==> src/include/hop_params.svh <==
// register offsets, field positions and reset values of the hop override block
`ifndef HOP_PARAMS_SVH
`define HOP_PARAMS_SVH

`define ADDR_MAIN 7'h00
`define ADDR_RESET 7'h02
`define ADDR_SET_FIRST_2 7'h04
`define ADDR_SET_FIRST_1 7'h05
`define ADDR_SET_FIRST_0 7'h06
`define ADDR_SET_SECOND_2 7'h08
`define ADDR_SET_SECOND_1 7'h09
`define ADDR_SET_SECOND_0 7'h0A
`define ADDR_PUMP_OVR 7'h21
`define ADDR_ARRAY_OVR 7'h22
`define ADDR_BIAS_OVR 7'h23
`define ADDR_PUMP_RES 7'h45
`define ADDR_ARRAY_RES 7'h46
`define ADDR_BIAS_RES 7'h47

`define MAIN_SEL_BIT 6
`define ARRAY_FORCE_BIT 5
`define PUMP_FORCE_BIT 6
`define BIAS_FORCE_BIT 6

`define MAIN_RESET 8'h80
`define SET_RESET 8'h00
`define PUMP_OVR_RESET 8'h00
`define ARRAY_OVR_RESET 8'h00
`define BIAS_OVR_RESET 8'h00

`endif

==> src/include/hop_pkg.sv <==
// types of the hop override block
package hop_pkg;
   typedef logic [7:0] byte_t;
   typedef logic [23:0] word_t;

   typedef struct packed {
      logic [3:0] pump;
      logic [4:0] array;
      logic [5:0] bias;
   } cal_s;

   typedef struct packed {
      byte_t main;
      word_t set_first;
      word_t set_second;
      byte_t pump_ovr;
      byte_t array_ovr;
      byte_t bias_ovr;
      byte_t rdata;
      word_t active_word;
      cal_s applied;
   } hop_state_s;
endpackage

==> src/rtl/hop_channel_calibration_override.sv <==
// hop channel select, calibration result read-back and override control
`timescale 1ns/1ps
`include "hop_params.svh"

// Function
// - two channel word sets are held and the idle one may be written while the other drives.
// - bit 6 of the main control register picks the active channel word set.
// - calibration results read back as pump [3:0], array [4:0] and bias [5:0] status bytes.
// - writable override bytes hold forced values; the array override byte holds the array and pump force enables, the bias byte the bias one.
// - every configuration register is written over the config port; override bytes keep only bits 3:0 (pump) or 6:0 (array, bias), the rest read 0.
// - a commanded reset returns every register, overrides included, to its default.
module hop_channel_calibration_override
   import hop_pkg::*;
(
   input wire logic core_clk_in,
   input wire logic sys_rst_in,
   input wire logic wr_en_in,
   input wire logic rd_en_in,
   input wire logic [6:0] addr_in,
   input wire logic [7:0] wdata_in,
   input wire cal_s found_in,
   output logic [7:0] rdata_out,
   output logic [23:0] active_word_out,
   output cal_s applied_out
);

   hop_state_s state_reg;
   hop_state_s state_next;
   logic soft_rst;

   // ----------------------------------------
   // next state
   // ----------------------------------------
   // a write of 1 to the reset byte acts as the commanded reset
   assign soft_rst = wr_en_in && (addr_in == `ADDR_RESET) && wdata_in[0];

   always_comb
   begin
      state_next = state_reg;
      if (wr_en_in)
      begin
         // each word set is three bytes, most significant byte at the lowest offset
         if (addr_in >= `ADDR_SET_FIRST_2 && addr_in <= `ADDR_SET_FIRST_0)
         begin
            unique case (addr_in)
               `ADDR_SET_FIRST_2: state_next.set_first[23:16] = wdata_in;
               `ADDR_SET_FIRST_1: state_next.set_first[15:8] = wdata_in;
               default: state_next.set_first[7:0] = wdata_in;
            endcase
         end
         if (addr_in >= `ADDR_SET_SECOND_2 && addr_in <= `ADDR_SET_SECOND_0)
         begin
            unique case (addr_in)
               `ADDR_SET_SECOND_2: state_next.set_second[23:16] = wdata_in;
               `ADDR_SET_SECOND_1: state_next.set_second[15:8] = wdata_in;
               default: state_next.set_second[7:0] = wdata_in;
            endcase
         end
         if (addr_in == `ADDR_MAIN)
            state_next.main = wdata_in;
         if (addr_in == `ADDR_PUMP_OVR)
            state_next.pump_ovr = {4'h0, wdata_in[3:0]};
         if (addr_in == `ADDR_ARRAY_OVR)
            state_next.array_ovr = {1'b0, wdata_in[6:0]};
         if (addr_in == `ADDR_BIAS_OVR)
            state_next.bias_ovr = {1'b0, wdata_in[6:0]};
      end

      // read data, status bytes show live calibration results
      state_next.rdata = 8'h00;
      if (rd_en_in)
      begin
         unique case (addr_in)
            `ADDR_MAIN: state_next.rdata = state_reg.main;
            `ADDR_SET_FIRST_2: state_next.rdata = state_reg.set_first[23:16];
            `ADDR_SET_FIRST_1: state_next.rdata = state_reg.set_first[15:8];
            `ADDR_SET_FIRST_0: state_next.rdata = state_reg.set_first[7:0];
            `ADDR_SET_SECOND_2: state_next.rdata = state_reg.set_second[23:16];
            `ADDR_SET_SECOND_1: state_next.rdata = state_reg.set_second[15:8];
            `ADDR_SET_SECOND_0: state_next.rdata = state_reg.set_second[7:0];
            `ADDR_PUMP_OVR: state_next.rdata = state_reg.pump_ovr;
            `ADDR_ARRAY_OVR: state_next.rdata = state_reg.array_ovr;
            `ADDR_BIAS_OVR: state_next.rdata = state_reg.bias_ovr;
            `ADDR_PUMP_RES: state_next.rdata = {4'h0, found_in.pump};
            `ADDR_ARRAY_RES: state_next.rdata = {3'h0, found_in.array};
            `ADDR_BIAS_RES: state_next.rdata = {2'h0, found_in.bias};
            default: state_next.rdata = 8'h00;
         endcase
      end

      // outputs follow the registered settings one cycle later
      state_next.active_word = state_reg.main[`MAIN_SEL_BIT] ?
         state_reg.set_second : state_reg.set_first;
      state_next.applied.pump = state_reg.array_ovr[`PUMP_FORCE_BIT] ?
         state_reg.pump_ovr[3:0] : found_in.pump;
      state_next.applied.array = state_reg.array_ovr[`ARRAY_FORCE_BIT] ?
         state_reg.array_ovr[4:0] : found_in.array;
      state_next.applied.bias = state_reg.bias_ovr[`BIAS_FORCE_BIT] ?
         state_reg.bias_ovr[5:0] : found_in.bias;
   end

   // ----------------------------------------
   // state register
   // ----------------------------------------
   always_ff @(posedge core_clk_in)
   begin
      if (sys_rst_in || soft_rst)
      begin
         state_reg.main <= `MAIN_RESET;
         state_reg.set_first <= {3{`SET_RESET}};
         state_reg.set_second <= {3{`SET_RESET}};
         state_reg.pump_ovr <= `PUMP_OVR_RESET;
         state_reg.array_ovr <= `ARRAY_OVR_RESET;
         state_reg.bias_ovr <= `BIAS_OVR_RESET;
         state_reg.rdata <= 8'h00;
         state_reg.active_word <= 24'h000000;
         state_reg.applied <= '0;
      end
      else
         state_reg <= state_next;
   end

   assign rdata_out = state_reg.rdata;
   assign active_word_out = state_reg.active_word;
   assign applied_out = state_reg.applied;

   // ----------------------------------------
   // checks
   // ----------------------------------------
   a_idle_set_write: assert property (@(posedge core_clk_in)
      disable iff (sys_rst_in)
      (state_reg.main[`MAIN_SEL_BIT] && wr_en_in && !soft_rst
      && addr_in >= `ADDR_SET_FIRST_2 && addr_in <= `ADDR_SET_FIRST_0)
      ##1 (state_reg.main[`MAIN_SEL_BIT] && !soft_rst) |=> $stable(active_word_out))
      else $error("idle set write disturbed active channel");
   a_first_set_store: assert property (@(posedge core_clk_in)
      disable iff (sys_rst_in)
      (wr_en_in && addr_in == `ADDR_SET_FIRST_0) |=>
      state_reg.set_first[7:0] == $past(wdata_in))
      else $error("first set low byte not stored");
   a_second_set_store: assert property (@(posedge core_clk_in)
      disable iff (sys_rst_in)
      (wr_en_in && addr_in == `ADDR_SET_SECOND_2) |=>
      state_reg.set_second[23:16] == $past(wdata_in))
      else $error("second set high byte not stored");
   a_main_store: assert property (@(posedge core_clk_in)
      disable iff (sys_rst_in)
      (wr_en_in && addr_in == `ADDR_MAIN) |=>
      state_reg.main == $past(wdata_in))
      else $error("main control byte not stored");
   a_select_follows: assert property (@(posedge core_clk_in)
      disable iff (sys_rst_in)
      !soft_rst |=> active_word_out == ($past(state_reg.main[`MAIN_SEL_BIT]) ?
      $past(state_reg.set_second) : $past(state_reg.set_first)))
      else $error("active channel does not follow select bit");

   a_pump_result: assert property (@(posedge core_clk_in)
      disable iff (sys_rst_in)
      (rd_en_in && addr_in == `ADDR_PUMP_RES && !soft_rst) |=>
      rdata_out == {4'h0, $past(found_in.pump)})
      else $error("pump result read wrong");
   a_array_result: assert property (@(posedge core_clk_in)
      disable iff (sys_rst_in)
      (rd_en_in && addr_in == `ADDR_ARRAY_RES && !soft_rst) |=>
      rdata_out == {3'h0, $past(found_in.array)})
      else $error("array result read wrong");
   a_bias_result: assert property (@(posedge core_clk_in)
      disable iff (sys_rst_in)
      (rd_en_in && addr_in == `ADDR_BIAS_RES && !soft_rst) |=>
      rdata_out == {2'h0, $past(found_in.bias)})
      else $error("bias result read wrong");

   a_pump_override_store: assert property (@(posedge core_clk_in)
      disable iff (sys_rst_in)
      (wr_en_in && addr_in == `ADDR_PUMP_OVR) |=>
      state_reg.pump_ovr == {4'h0, $past(wdata_in[3:0])})
      else $error("pump override not stored");
   a_array_override_store: assert property (@(posedge core_clk_in)
      disable iff (sys_rst_in)
      (wr_en_in && addr_in == `ADDR_ARRAY_OVR) |=>
      state_reg.array_ovr == {1'b0, $past(wdata_in[6:0])})
      else $error("array override not stored");
   a_bias_override_store: assert property (@(posedge core_clk_in)
      disable iff (sys_rst_in)
      (wr_en_in && addr_in == `ADDR_BIAS_OVR) |=>
      state_reg.bias_ovr == {1'b0, $past(wdata_in[6:0])})
      else $error("bias override not stored");

   a_pump_forced: assert property (@(posedge core_clk_in)
      disable iff (sys_rst_in)
      (state_reg.array_ovr[`PUMP_FORCE_BIT] && !soft_rst) |=>
      applied_out.pump == $past(state_reg.pump_ovr[3:0]))
      else $error("pump force not applied");
   a_array_forced: assert property (@(posedge core_clk_in)
      disable iff (sys_rst_in)
      (state_reg.array_ovr[`ARRAY_FORCE_BIT] && !soft_rst) |=>
      applied_out.array == $past(state_reg.array_ovr[4:0]))
      else $error("array force not applied");
   a_bias_forced: assert property (@(posedge core_clk_in)
      disable iff (sys_rst_in)
      (state_reg.bias_ovr[`BIAS_FORCE_BIT] && !soft_rst) |=>
      applied_out.bias == $past(state_reg.bias_ovr[5:0]))
      else $error("bias force not applied");
   a_pump_found: assert property (@(posedge core_clk_in)
      disable iff (sys_rst_in)
      (!state_reg.array_ovr[`PUMP_FORCE_BIT] && !soft_rst) |=>
      applied_out.pump == $past(found_in.pump))
      else $error("pump result not applied");
   a_array_found: assert property (@(posedge core_clk_in)
      disable iff (sys_rst_in)
      (!state_reg.array_ovr[`ARRAY_FORCE_BIT] && !soft_rst) |=>
      applied_out.array == $past(found_in.array))
      else $error("array result not applied");
   a_bias_found: assert property (@(posedge core_clk_in)
      disable iff (sys_rst_in)
      (!state_reg.bias_ovr[`BIAS_FORCE_BIT] && !soft_rst) |=>
      applied_out.bias == $past(found_in.bias))
      else $error("bias result not applied");

   a_soft_reset: assert property (@(posedge core_clk_in)
      disable iff (sys_rst_in)
      soft_rst |=> (state_reg.main == `MAIN_RESET && state_reg.array_ovr == `ARRAY_OVR_RESET
      && state_reg.bias_ovr == `BIAS_OVR_RESET && state_reg.pump_ovr == `PUMP_OVR_RESET
      && state_reg.set_first == {3{`SET_RESET}} && state_reg.set_second == {3{`SET_RESET}}))
      else $error("commanded reset left a register set");

endmodule // hop_channel_calibration_override

==> config.mk <==
export PLATFORM = sky130hd
export DESIGN_NAME = hop_channel_calibration_override
export DESIGN_NICKNAME = d
export VERILOG_FILES = /design/src/include/hop_pkg.sv /design/src/rtl/hop_channel_calibration_override.sv
export VERILOG_INCLUDE_DIRS = /design/src /design/src/include
export SDC_FILE = /design/constraint.sdc
export NUM_CORES = 1
export LEC_CHECK = 0
export ABC_AREA = 1
export BUFFER_PORTS_ARGS = -buffer_cell sky130_fd_sc_hd__buf_2
export CAP_MARGIN = 20
export CORE_MARGIN = 2
export CORE_UTILIZATION = 60
export CTS_CLUSTER_DIAMETER = 40
export DETAILED_ROUTE_END_ITERATION = 12
export HOLD_SLACK_MARGIN = 0.03
export PLACE_DENSITY = 0.83
export SLEW_MARGIN = 15
export SYNTH_ARGS = -nofsm -noshare
export SYNTH_HDL_FRONTEND = slang
export SYNTH_SLANG_ARGS = --single-unit
==> constraint.sdc <==
create_clock -name core_clk_in -period 4.8 [get_ports core_clk_in]
set_clock_uncertainty 0.2 [all_clocks]
set_input_delay 0.96 -clock core_clk_in [delete_from_list [all_inputs] [get_ports core_clk_in]]
set_output_delay 0.96 -clock core_clk_in [all_outputs]
set_load 0.02 [all_outputs]
* Yosys cells after proc, flatten, opt, wreduce, memory -nomap -nowiden
Cells that the tools add are included.
Storage, ports and cells: RAM bits 0, memories 0, bits in latches 0, word-level logic and storage cells 59, memory bits (read-only) 0, input port bits 34, output and inout port bits 47, bits in registers 121
Operators by class: div/mod/pow operators 0, multiply operators 0, bitwise gates (word level) 3, eq/ne operators 13, reduce and logical (&&, ||, !) cells 19, add/subtract/negate cells 0, muxes and demuxes 5, magnitude comparators 4, shift-type cells 0
Operator list (number):
- 8-bit one-hot mux with 13 select lines | 1
- 24-bit two-way mux | 1
- 7-bit by 3-bit == test with 1-bit output, second input constant | 3
- 7-bit by 4-bit == test with 1-bit output, second input constant | 3
- 7-bit by 6-bit == test with 1-bit output, second input constant | 3
- 7-bit == test, second input constant | 3
- 3-bit AND reduction | 6
- 2-bit AND reduction | 4
- 7-bit by 2-bit == test with 1-bit output, second input constant | 1
- 7-bit by 3-bit greater-or-equal comparator with 1-bit output, second input constant | 1
- 7-bit by 4-bit greater-or-equal comparator with 1-bit output, second input constant | 1
- 7-bit by 3-bit less-or-equal comparator with 1-bit output, second input constant | 1
- 7-bit by 4-bit less-or-equal comparator with 1-bit output, second input constant | 1
- 7-bit logical NOT | 1
- 6-bit two-way mux | 1
- 2-bit OR reduction | 3
- 5-bit two-way mux | 1
- 1-bit logical AND | 4
- 4-bit two-way mux | 1
- 1-bit inverter | 3
- 1-bit logical OR | 1

* Depth between registers and ports, before layout
Gate-level depths: netlist of run 1.
depth in word-level cells 5, mapped depth 10, depth with buffers taken out 10

* Worst setup path after synthesis of run 1
Ideal clock, no wire load.
kind input -> register, start point in addr_in[1], end point reg state_reg[100] (netlist name), stages 10, required time 4479 ps, path buffers 2, path slack 2508 ps, arrival time 1971 ps, setup time 121 ps, path through buf_6 -> inv_1 -> nand2_2 -> nor2_1 -> nand2_1 -> nand2_1 -> nor2_4 -> buf_6 -> o21ai_1 -> a21oi_1
Between the ends: longest elaborated chain between the ends 4, elaborated cells between the ends (all ways) 12, classes of those cells order compare (2); eq/ne (3); bitwise (1); reduce/logical (6)
Ends and longest elaborated chain:
- from (decl) | line hop_channel_calibration_override.sv:19 | input wire logic [6:0] addr_in,
- parallel branches: the longest is 4 deep, another holds 7-bit by 3-bit greater-or-equal comparator with 1-bit output
- to (signal assigned) | line hop_channel_calibration_override.sv:120 | state_reg <= state_next;
- to (decl) | line hop_channel_calibration_override.sv:27 | hop_state_s state_reg;
Several ways; the timed one is not identified. A chain may end at the register's enable or synchronous reset.

* Worst setup path after layout of run 1
start point in addr_in[2], end point reg state_reg[49] (netlist name)
Between the ends: longest elaborated chain between the ends 4, elaborated cells between the ends (all ways) 6, classes of those cells eq/ne (2); reduce/logical (4)
Ends and longest elaborated chain:
- 7-bit by 2-bit == test with 1-bit output (no line)
- 1-bit logical AND (2 in a row) | line hop_channel_calibration_override.sv:35 | assign soft_rst = wr_en_in && (addr_in == `ADDR_RESET) && wdata_in[0];
- 1-bit logical OR | line hop_channel_calibration_override.sv:107 | if (sys_rst_in || soft_rst)
Parallel ways exist; a longest one is shown, timed or not.

==> impl_metrics.yaml, run 1 <==
sta:
  hold_violations: 0
  finalCriticalPeriod_ns: 3.07
  fin_tns_setup_ns: 0
  finalSetupViolCount: 0
  worst_pin_slew_ns: 0.894
  timing.hold.ws_ns: 0.265
  maxSlewViolCount: 0
  fin_ws_ns: 1.73
  relSlewSlack_pct: 40.2
  max_freq_ghz: 0.326
  rsz0062_at_grt: "false"
  fin_crit_sh_pct: 64.0
detailed_routing:
  post_drt_wl_per_cell_um: 18.4
  first_pass_iters: 8
  drc_errors: 0
  postRouteWirelength_mm: 17.8
  final_antenna_net_count: 0
  viasPerCell: 5.81
  drt_iter0_drc: 587
  dr_total_vias: 5639
clock_tree:
  clkSinkCount: 121
  cts_buffers: 17
  cts_tree: "yes"
  cts.hold.buffers_added: 0
  clkSlewWorstSetupHoldPaths_ns: 0.06
  clock_latency_ns: 0.53
  clockBufferDepth: 2
  htreeDepth: 4
  root_buffer: "clkbuf_8"
  cts-resized-gates: 0
  post-cts-setup-buffer-count: 0
pwr:
  power_frac_comb_pct: 5.5
  pwr-share-seq_pct: 41.3
  switchingPower_uw: 620
  p_int_uw: 1850
  irDropWorstVdd_v: 0.000231
  clockPowerShare_pct: 53.2
  sw_frac_of_total_pct: 25.1
  p_per_area_mw_per_mm2: 388
  power.static_leakage_uw: 0.00279
synth:
  yosysTopAreaCellShare_pct: 42.3
  synth_edf_count: 0
  yosysSeqAreaShare_pct: 42.3
  ys_top_cells_by_count: "nand2_1, dfxtp_1, a21oi_1"
  synth.most_common_cell: "nand2_1"
  ys_async_sr_fraction_pct: 0
  syn-cell-area_mm2: 0.00573
  synth.avg_cell_area_um2: 7.12
  synthCells: 804
  syn_nets: 838
  synth_seq_cells: 121
  synthFlopType: "dfxtp_1"
  ys_types: 31
  synth_top_area_cell: "dfxtp_1"
  yosysWarnings: 0
  synthTopCellsByArea: "dfxtp_1, nand2_1, a21oi_1"
flow_run:
  cap_viol_max_count: 0
die:
  die_area_mm2: 0.0103
  num_rows: 35
  start_util_pct: 62.0
  die_w_um: 102
  io_pins: 81
  core_mm2: 0.00924
  dieHeight_um: 102
worst_setup_path:
  crit_fanout: 43
  required_ns: 4.99
  crit_chain: "buf_2 -> inv_2 -> nand2_2 -> nor2_8 -> nand4_1 -> nand2_2 -> inv_2 -> o21ai_0 -> a21oi_1"
  slowest_stage: "nand2_2"
  critPathMaxStageDelay_ns: 0.68
  endpoint_kind: "flop"
  crit_type: "input port to flop"
  worst_ep_arrival_time_ns: 3.26
  start_kind: "input port"
cells_and_area:
  layout-drive-gt1-share_pct: 19.4
  syn2layout_area_growth_pct: 11.4
  largest_reg_flops: 74
  fin_area_mm2: 0.00638
  antennaDiodeCount: 0
  fin_nets: 862
global_route:
  track_usage_pct: 35.3
  grt_pass1_vias: 5105
  grt_antenna_before_repair: 0
  grt_max_degree: 44
  grt_pass1_wl_mm: 27.5
  overflow: 0
place:
  portBuffers: 80
  dp.final_hpwl_mm: 12.3
  post_dp_cell_area_mm2: 0.00578
  dp_worst_setup_slack_ns: 1.30
  place.gp.congestion: 0.975
worst_hold_path:
  min_path_type: "flop to flop"
outcome:
  status: "completed"
-- power groups by stage --
stage	clock network, uW	logic [uW]	registers, uW
2_1_floorplan	0	89.7	1040
3_3_place_gp	0	129	1040
3_5_place_dp	0	130	1040
4_1_cts	1310	132	1020
5_1_grt	1370	144	1020
6_report	1320	136	1020
-- layer usage --
metal  share of wire [%]  vias to the layer above  GRT usage (%)
li1                    -                     2616              -
met1                  39                     2553           49.8
met2                  44                      400           53.0
met3                  13                       70           8.28
met4                 4.7                        0           12.2
met5                   0                        -              0
-- cells in the final DEF, fill, tap and decap left out, types with 3 or more instances in the layout --
cell type / synthesis / layout
inv_1: 34 / 34
nor2_1: 80 / 80
buf_2: 13 / 80
or2_2: 6 / 6
o21ai_0: 34 / 34
nand2_1: 209 / 209
a211oi_2: 4 / 4
nor2_2: 6 / 6
inv_2: 11 / 11
clkbuf_16: 0 / 16
nor2_4: 8 / 8
nor3_1: 8 / 8
nand2_2: 10 / 10
nand3_1: 68 / 68
a21oi_1: 102 / 102
dfxtp_1: 121 / 121
o21ai_1: 11 / 11
nand4_1: 3 / 3
inv_6: 0 / 7
bufinv_16: 0 / 3
-- cell type report --
| type | count | area (um^2) |
|---|---|---|
| fill | 793 | 2860 |
| multi-input combinational | 560 | 2600 |
| sequential | 121 | 2420 |
| clock buffer | 18 | 418 |
| timing repair buffer | 82 | 415 |
| clock inverter | 14 | 183 |
| inverter | 46 | 174 |
| tap | 129 | 161 |
-- through the flow --
step	cells	power, uW	util (%)
after floorplan	804	1130	-
after global placement	938	1170	62.5
after detailed placement	938	1170	62.5
after CTS	970	2460	69.0
after global routing	970	2530	69.0
final	970	2470	69.0
-- final timing paths --
check	slack, ns	endpoint	startpoint	cells after the start
min	0.26	state_reg[107]	state_reg[107]	2
max reg2reg	2.70	rdata_out[6]	state_reg[125]	7
min reg2reg	0.26	state_reg[107]	state_reg[107]	2
max	1.73	state_reg[49]	addr_in[2]	9
-- critical path: cells and delay by family --
kind,cells,cell delay (ns)
simple gates,4,1.17
buf+inv,3,0.82
compound gates,2,0.29
-- logic make-up after synthesis --
kind of cell           after synthesis  share of synthesized area [%]
buffers and inverters              123                           12.2
and+or+nand+nor                    404                           31.1
AOI/OAI and AO/OA                  156                           14.4
DFF                                121                           42.3
Note: power is estimated with default switching activity, not from simulation.
==> run 2, diff against run 1 <==
CORE_UTILIZATION = 52   (was 60)
PLACE_DENSITY = 0.76   (was 0.83)
clock period = 2.8 ns   (was 4.8 ns; I/O delays follow)
==> run 2 against run 1 <==
  * Setup slack worse by 0.92 ns
  * First-iteration DRC count is 15% lower
  * Design area grew 1.0%
  * Sequential power grew 72%
  * Power up 71%
  * Clock power up 70%
  * Critical endpoint is now rdata_out[5]
  * Die area is 15% higher
  * Routed wire length is 8.2% lower
==> impl_metrics.yaml, run 2 (synthesized netlist as in run 1, its figures left out) <==
outcome:
  status: "completed"
sta:
  finalSetupViolCount: 0
  fin_crit_sh_pct: 71.2
  finalCriticalPeriod_ns: 1.99
  relSlewSlack_pct: 55.7
  max_freq_ghz: 0.502
  worst_pin_slew_ns: 0.664
  fin_tns_setup_ns: 0
  hold_violations: 0
  maxSlewViolCount: 0
  rsz0062_at_grt: "false"
cells_and_area:
  layout_commonest_cell: "nand2_1"
  layout-drive-gt1-share_pct: 20.0
  most-common-layout-cells: "nand2_1, dfxtp_1, a21oi_1"
  largest_reg_flops: 74
  fin_nets: 867
  syn2layout_area_growth_pct: 12.5
  antennaDiodeCount: 0
  instances_no_fill: 986
detailed_routing:
  viasPerCell: 5.49
  drt_iter0_drc: 498
  post_drt_wl_per_cell_um: 16.6
  postRouteWirelength_mm: 16.4
  dr_total_vias: 5418
  final_antenna_net_count: 0
  first_pass_iters: 5
  drc_errors: 0
global_route:
  track_usage_pct: 28.5
  grt_pass1_vias: 4879
  grt_antenna_before_repair: 0
  grt_pass1_wl_mm: 25.6
  overflow: 0
  grt_max_degree: 52
pwr:
  pwr-share-seq_pct: 41.4
  power.static_leakage_uw: 0.00282
  clockPowerShare_pct: 53.2
  p_int_uw: 3180
  irDropWorstVdd_v: 0.000382
  power_frac_comb_pct: 5.4
  switchingPower_uw: 1050
  p_per_area_mw_per_mm2: 657
  sw_frac_of_total_pct: 24.8
place:
  portBuffers: 80
  place.gp.congestion: 0.943
  dp.final_hpwl_mm: 11.7
  placedCellCount: 954
flow_run:
  cap_viol_max_count: 0
worst_setup_path:
  r2r_setup_slack_ns: 1.24
  endpoint_kind: "flop"
  start_kind: "input port"
  crit_type: "input port to flop"
  crit_fanout: 51
  worst_ep_arrival_time_ns: 2.20
  required_ns: 3.00
die:
  core_mm2: 0.0108
  io_pins: 81
  die_area_mm2: 0.0119
  die_w_um: 109
  start_util_pct: 53.1
  dieHeight_um: 109
  num_rows: 38
clock_tree:
  clock_latency_ns: 0.53
  cts_buffers: 17
  cts_tree: "yes"
  htreeDepth: 4
  clkSinkCount: 121
  cts-resized-gates: 0
  clkSlewWorstSetupHoldPaths_ns: 0.06
  post-cts-setup-buffer-count: 0
  root_buffer: "clkbuf_8"
  clockBufferDepth: 2
  cts.hold.buffers_added: 0
worst_hold_path:
  min_path_type: "input port to flop"
==> run 2: cell types whose count changed in the layout (fill, tap and decap cells not counted), sizes merged <==
| cell | change |
|---|---|
| buf | +5 |
| clkinv | +3 |
| clkbuf | -1 |
| clkinvlp | -1 |
| inv | -1 |
==> run 2: cell type report <==
class                           count  area [um^2]
Sequential cell                   121         2420
Multi-Input combinational cell    560         2600
Inverter                           46          174
Timing Repair Buffer               87          465
Tap cell                          140          175
Fill cell                         971         4350
Clock buffer                       17          414
Clock inverter                     15          189
==> run 2: power groups by stage <==
stage / clock [uW] / combinational [uW] / sequential [uW]
detailed placement: 0 / 225 / 1790
CTS: 2250 / 226 / 1750
finish: 2250 / 230 / 1750
floorplan: 0 / 154 / 1790
global route: 2330 / 248 / 1750
global placement: 0 / 226 / 1790
==> run 2: layer usage <==
metal | part of all wire [%] | routed length (um) | vias up | GRT usage (%)
li1 | - | - | 2627 | -
met1 | 43 | 7130 | 2441 | 39.7
met2 | 45 | 7320 | 303 | 42.6
met3 | 8.9 | 1460 | 47 | 5.56
met4 | 2.9 | 480 | 0 | 12.5
met5 | 0 | 0 | - | 0
==> run 2: path summary, 6_finish.rpt <==
path / from / endpoint / cells past startpoint
setup reg to reg: state_reg[125] / rdata_out[6] / 6
setup / recovery: addr_in[6] / rdata_out[5] / 10
hold reg to reg: state_reg[110] / state_reg[110] / 2
hold / removal: found_in[4] / applied_out[4] / 3
==> run 2: worst max-delay path: stages <==
cell and delay, ns:
buf_2 0.15, inv_2 0.09, nand2_2 0.09, nor2_4 0.34
nand4_1 0.17, nand2_2 0.14, buf_12 0.23, nor2_2 0.09
inv_1 0.20, a21oi_1 0.11
==> run 2: metrics by stage <==
stage / cell area, um^2 / hold WS [ns] / power [uW] / util [%] / setup WS (ns)
2_1_floorplan: 5730 / 0.236 / 1940 / - / 0.908
3_5_place_dp: 5840 / 0.257 / 2010 / 54.1 / 0.299
4_1_cts: 6440 / 0.0895 / 4220 / 59.7 / 0.834
3_3_place_gp: 5840 / 0.250 / 2010 / 54.1 / 0.266
5_1_grt: 6440 / 0.0997 / 4330 / 59.7 / 0.706
6_report: 6440 / 0.0854 / 4230 / 59.7 / 0.806
==> run 3, diff against run 2 <==
ABC_AREA = 0   (was 1)
CORE_UTILIZATION = 51   (was 52)
PLACE_DENSITY = 0.75   (was 0.76)
clock period = 1.8 ns   (was 2.8 ns; I/O delays follow)
==> run 3 against run 2 <==
  * First-iteration DRC count down 12%
  * Largest power group unchanged
  * Cell count down 10%
  * Global-route usage up 2.0 points
  * Power up 52%
  * Register-to-register slack worse by 1.0 ns
  * Critical endpoint is now rdata_out[2]
  * Sequential share of layout area down 3.1 points
  * Via count down 5.5%
  * Critical path depth down 4
  * Clock power up 44%
  * Area after synthesis down 2.9%
  * Setup slack worse by 0.72 ns
==> impl_metrics.yaml, run 3 <==
cells_and_area:
  syn2layout_area_growth_pct: 26.3
  multiInputGateArea_mm2: 0.00259
  most-common-layout-cells: "dfxtp_1, buf_2, nand2_1"
  instances_no_fill: 887
  antennaDiodeCount: 0
  largest_reg_flops: 74
  seq_area_mm2: 0.00242
  layout_commonest_cell: "dfxtp_1"
  fillers: 882
  fin_nets: 770
  layout-drive-gt1-share_pct: 26.4
worst_setup_path:
  start_kind: "input port"
  crit_chain: "buf_2 -> nor4bb_1 -> o22ai_1 -> o31a_1 -> or4b_4 -> a31oi_1"
  critPathMaxStageDelay_ns: 0.61
  slowest_stage: "or4b_4"
  endpoint_kind: "flop"
  crit_type: "input port to flop"
  worst_ep_arrival_time_ns: 1.96
  crit_fanout: 10
  required_ns: 2.04
synth:
  synth_top_area_cell: "dfxtp_1"
  yosysSeqAreaShare_pct: 43.6
  ys_types: 49
  synthCells: 643
  synthTopCellsByArea: "dfxtp_1, mux2i_1, buf_4"
  synthXorXnorAreaFrac_pct: 0.158
  synth_mux_area_share_pct: 13.8
  synth.most_common_cell: "dfxtp_1"
  synth_edf_count: 0
  ys_top_cells_by_count: "dfxtp_1, nand2_1, nor2_1"
  synth-simple-area-share_pct: 16.5
  synthFlopType: "dfxtp_1"
  yosysTopAreaCellShare_pct: 43.6
  yosysWarnings: 0
  synth_seq_cells: 121
  synth_top_family_by_area: "simple AND/OR/NAND/NOR gates"
  synth_adder_area_share_pct: 0
  synth_compound_area_share_pct: 15.3
  ys_async_sr_fraction_pct: 0
  synth.avg_cell_area_um2: 8.64
  syn_nets: 677
  syn-cell-area_mm2: 0.00556
clock_tree:
  post-cts-setup-buffer-count: 0
  clockBufferDepth: 2
  htreeDepth: 4
  clkSlewWorstSetupHoldPaths_ns: 0.06
  root_buffer: "clkbuf_8"
  cts-resized-gates: 0
  clock_latency_ns: 0.53
  clkSinkCount: 121
  cts_buffers: 17
  cts_tree: "yes"
detailed_routing:
  postRouteWirelength_mm: 17.3
  dr_total_vias: 5120
  first_pass_iters: 5
  final_antenna_net_count: 0
  post_drt_wl_per_cell_um: 19.5
  drc_errors: 0
  drt_iter0_drc: 437
  viasPerCell: 5.77
place:
  dp_worst_setup_slack_ns: -0.424
  place.gp.congestion: 0.942
  portBuffers: 80
  placedCellCount: 835
  dp.final_hpwl_mm: 12.3
die:
  die_w_um: 108
  die_area_mm2: 0.0117
  start_util_pct: 51.7
  num_rows: 38
  io_pins: 81
  dieHeight_um: 108
  core_mm2: 0.0107
pwr:
  p_per_area_mw_per_mm2: 918
  p_total_uw: 6440
  irDropWorstVdd_v: 0.000554
  power.static_leakage_uw: 0.00284
sta:
  maxSlewViolCount: 0
  relSlewSlack_pct: 70.3
  finalSetupViolCount: 0
  hold_violations: 0
  fin_ws_ns: 0.0842
  fin_tns_setup_ns: 0
  finalCriticalPeriod_ns: 1.72
  worst_pin_slew_ns: 0.446
  fin_crit_sh_pct: 95.3
  max_freq_ghz: 0.583
  rsz0062_at_grt: "false"
global_route:
  grt_antenna_before_repair: 0
  track_usage_pct: 30.5
  overflow: 0
  grt_pass1_wl_mm: 26.8
  grt_max_degree: 24
  grt_pass1_vias: 4890
outcome:
  status: "completed"
flow_run:
  cap_viol_max_count: 0
worst_hold_path:
  min_path_type: "input port to flop"
[run 3: cell types whose count changed after synthesis, sizes merged, moves of 11 or more]
cell / before / now
clkbuf: 8 / 30
nor2: 95 / 73
a22o: 0 / 11
a21oi: 102 / 56
nand3: 69 / 21
inv: 45 / 1
nand2: 220 / 76
mux2i: 0 / 70
[run 3: layout make-up]
class	instances	area share, %
multi-input cells	422	36.9
flip-flops and latches	121	34.5
repair buffers	173	18.0
clock buffers	22	6.60
well taps	140	2.50
clock inverters	8	1.37
inverters	1	0.0535
[run 3: logic make-up after synthesis]
group                  count (synthesis)
flip-flops                           121
XOR/XNOR                               1
AO/OA/AOI/OAI                        142
AND/OR/NAND/NOR                      203
multiplexers                          76
buffers and inverters                100
[run 3: through the flow]
stage	instance area [um^2]	util [%]	hold slack (ns)
2_1_floorplan	5630	-	0.236
3_3_place_gp	6240	58.1	0.240
3_5_place_dp	6240	58.1	0.247
4_1_cts	7020	65.3	0.0960
5_1_grt	7020	65.3	0.109
6_report	7020	65.3	0.113
[run 3: where the power goes]
group	internal (uW)	total [uW]	switching, uW
Sequential	2700	2710	9.14
Clock	2050	3240	1190
Combinational	205	486	281
Total	4960	6440	1480
[run 3: critical path: cells and delay by family]
family / cells / cell delay (ns)
buf+inv: 1 / 0.24
simple gates: 2 / 0.91
compound gates: 3 / 0.44
[run 3: layer usage]
metal | part of all wire [%] | global-route usage (%) | wire [um]
met5 | 0 | 0 | 0
met4 | 3.3 | 13.8 | 573
met3 | 9.5 | 6.33 | 1640
met2 | 45 | 47.5 | 7830
met1 | 42 | 40.7 | 7260
[run 3: final timing paths]
| check | start | endpoint | slack (ns) | depth (start not counted) |
|---|---|---|---|---|
| hold reg to reg | state_reg[120] | state_reg[120] | 0.26 | 2 |
| setup reg to reg | state_reg[103] | rdata_out[0] | 0.21 | 6 |
| setup / recovery | addr_in[2] | rdata_out[2] | 0.08 | 6 |
| hold / removal | sys_rst_in | state_reg[120] | 0.11 | 4 |
[run 3: repair_timing]
item	4_1_cts	5_1_grt
endpoints found under the setup margin	0	0
hold endpoints to repair	51	0
hold buffers	22	0
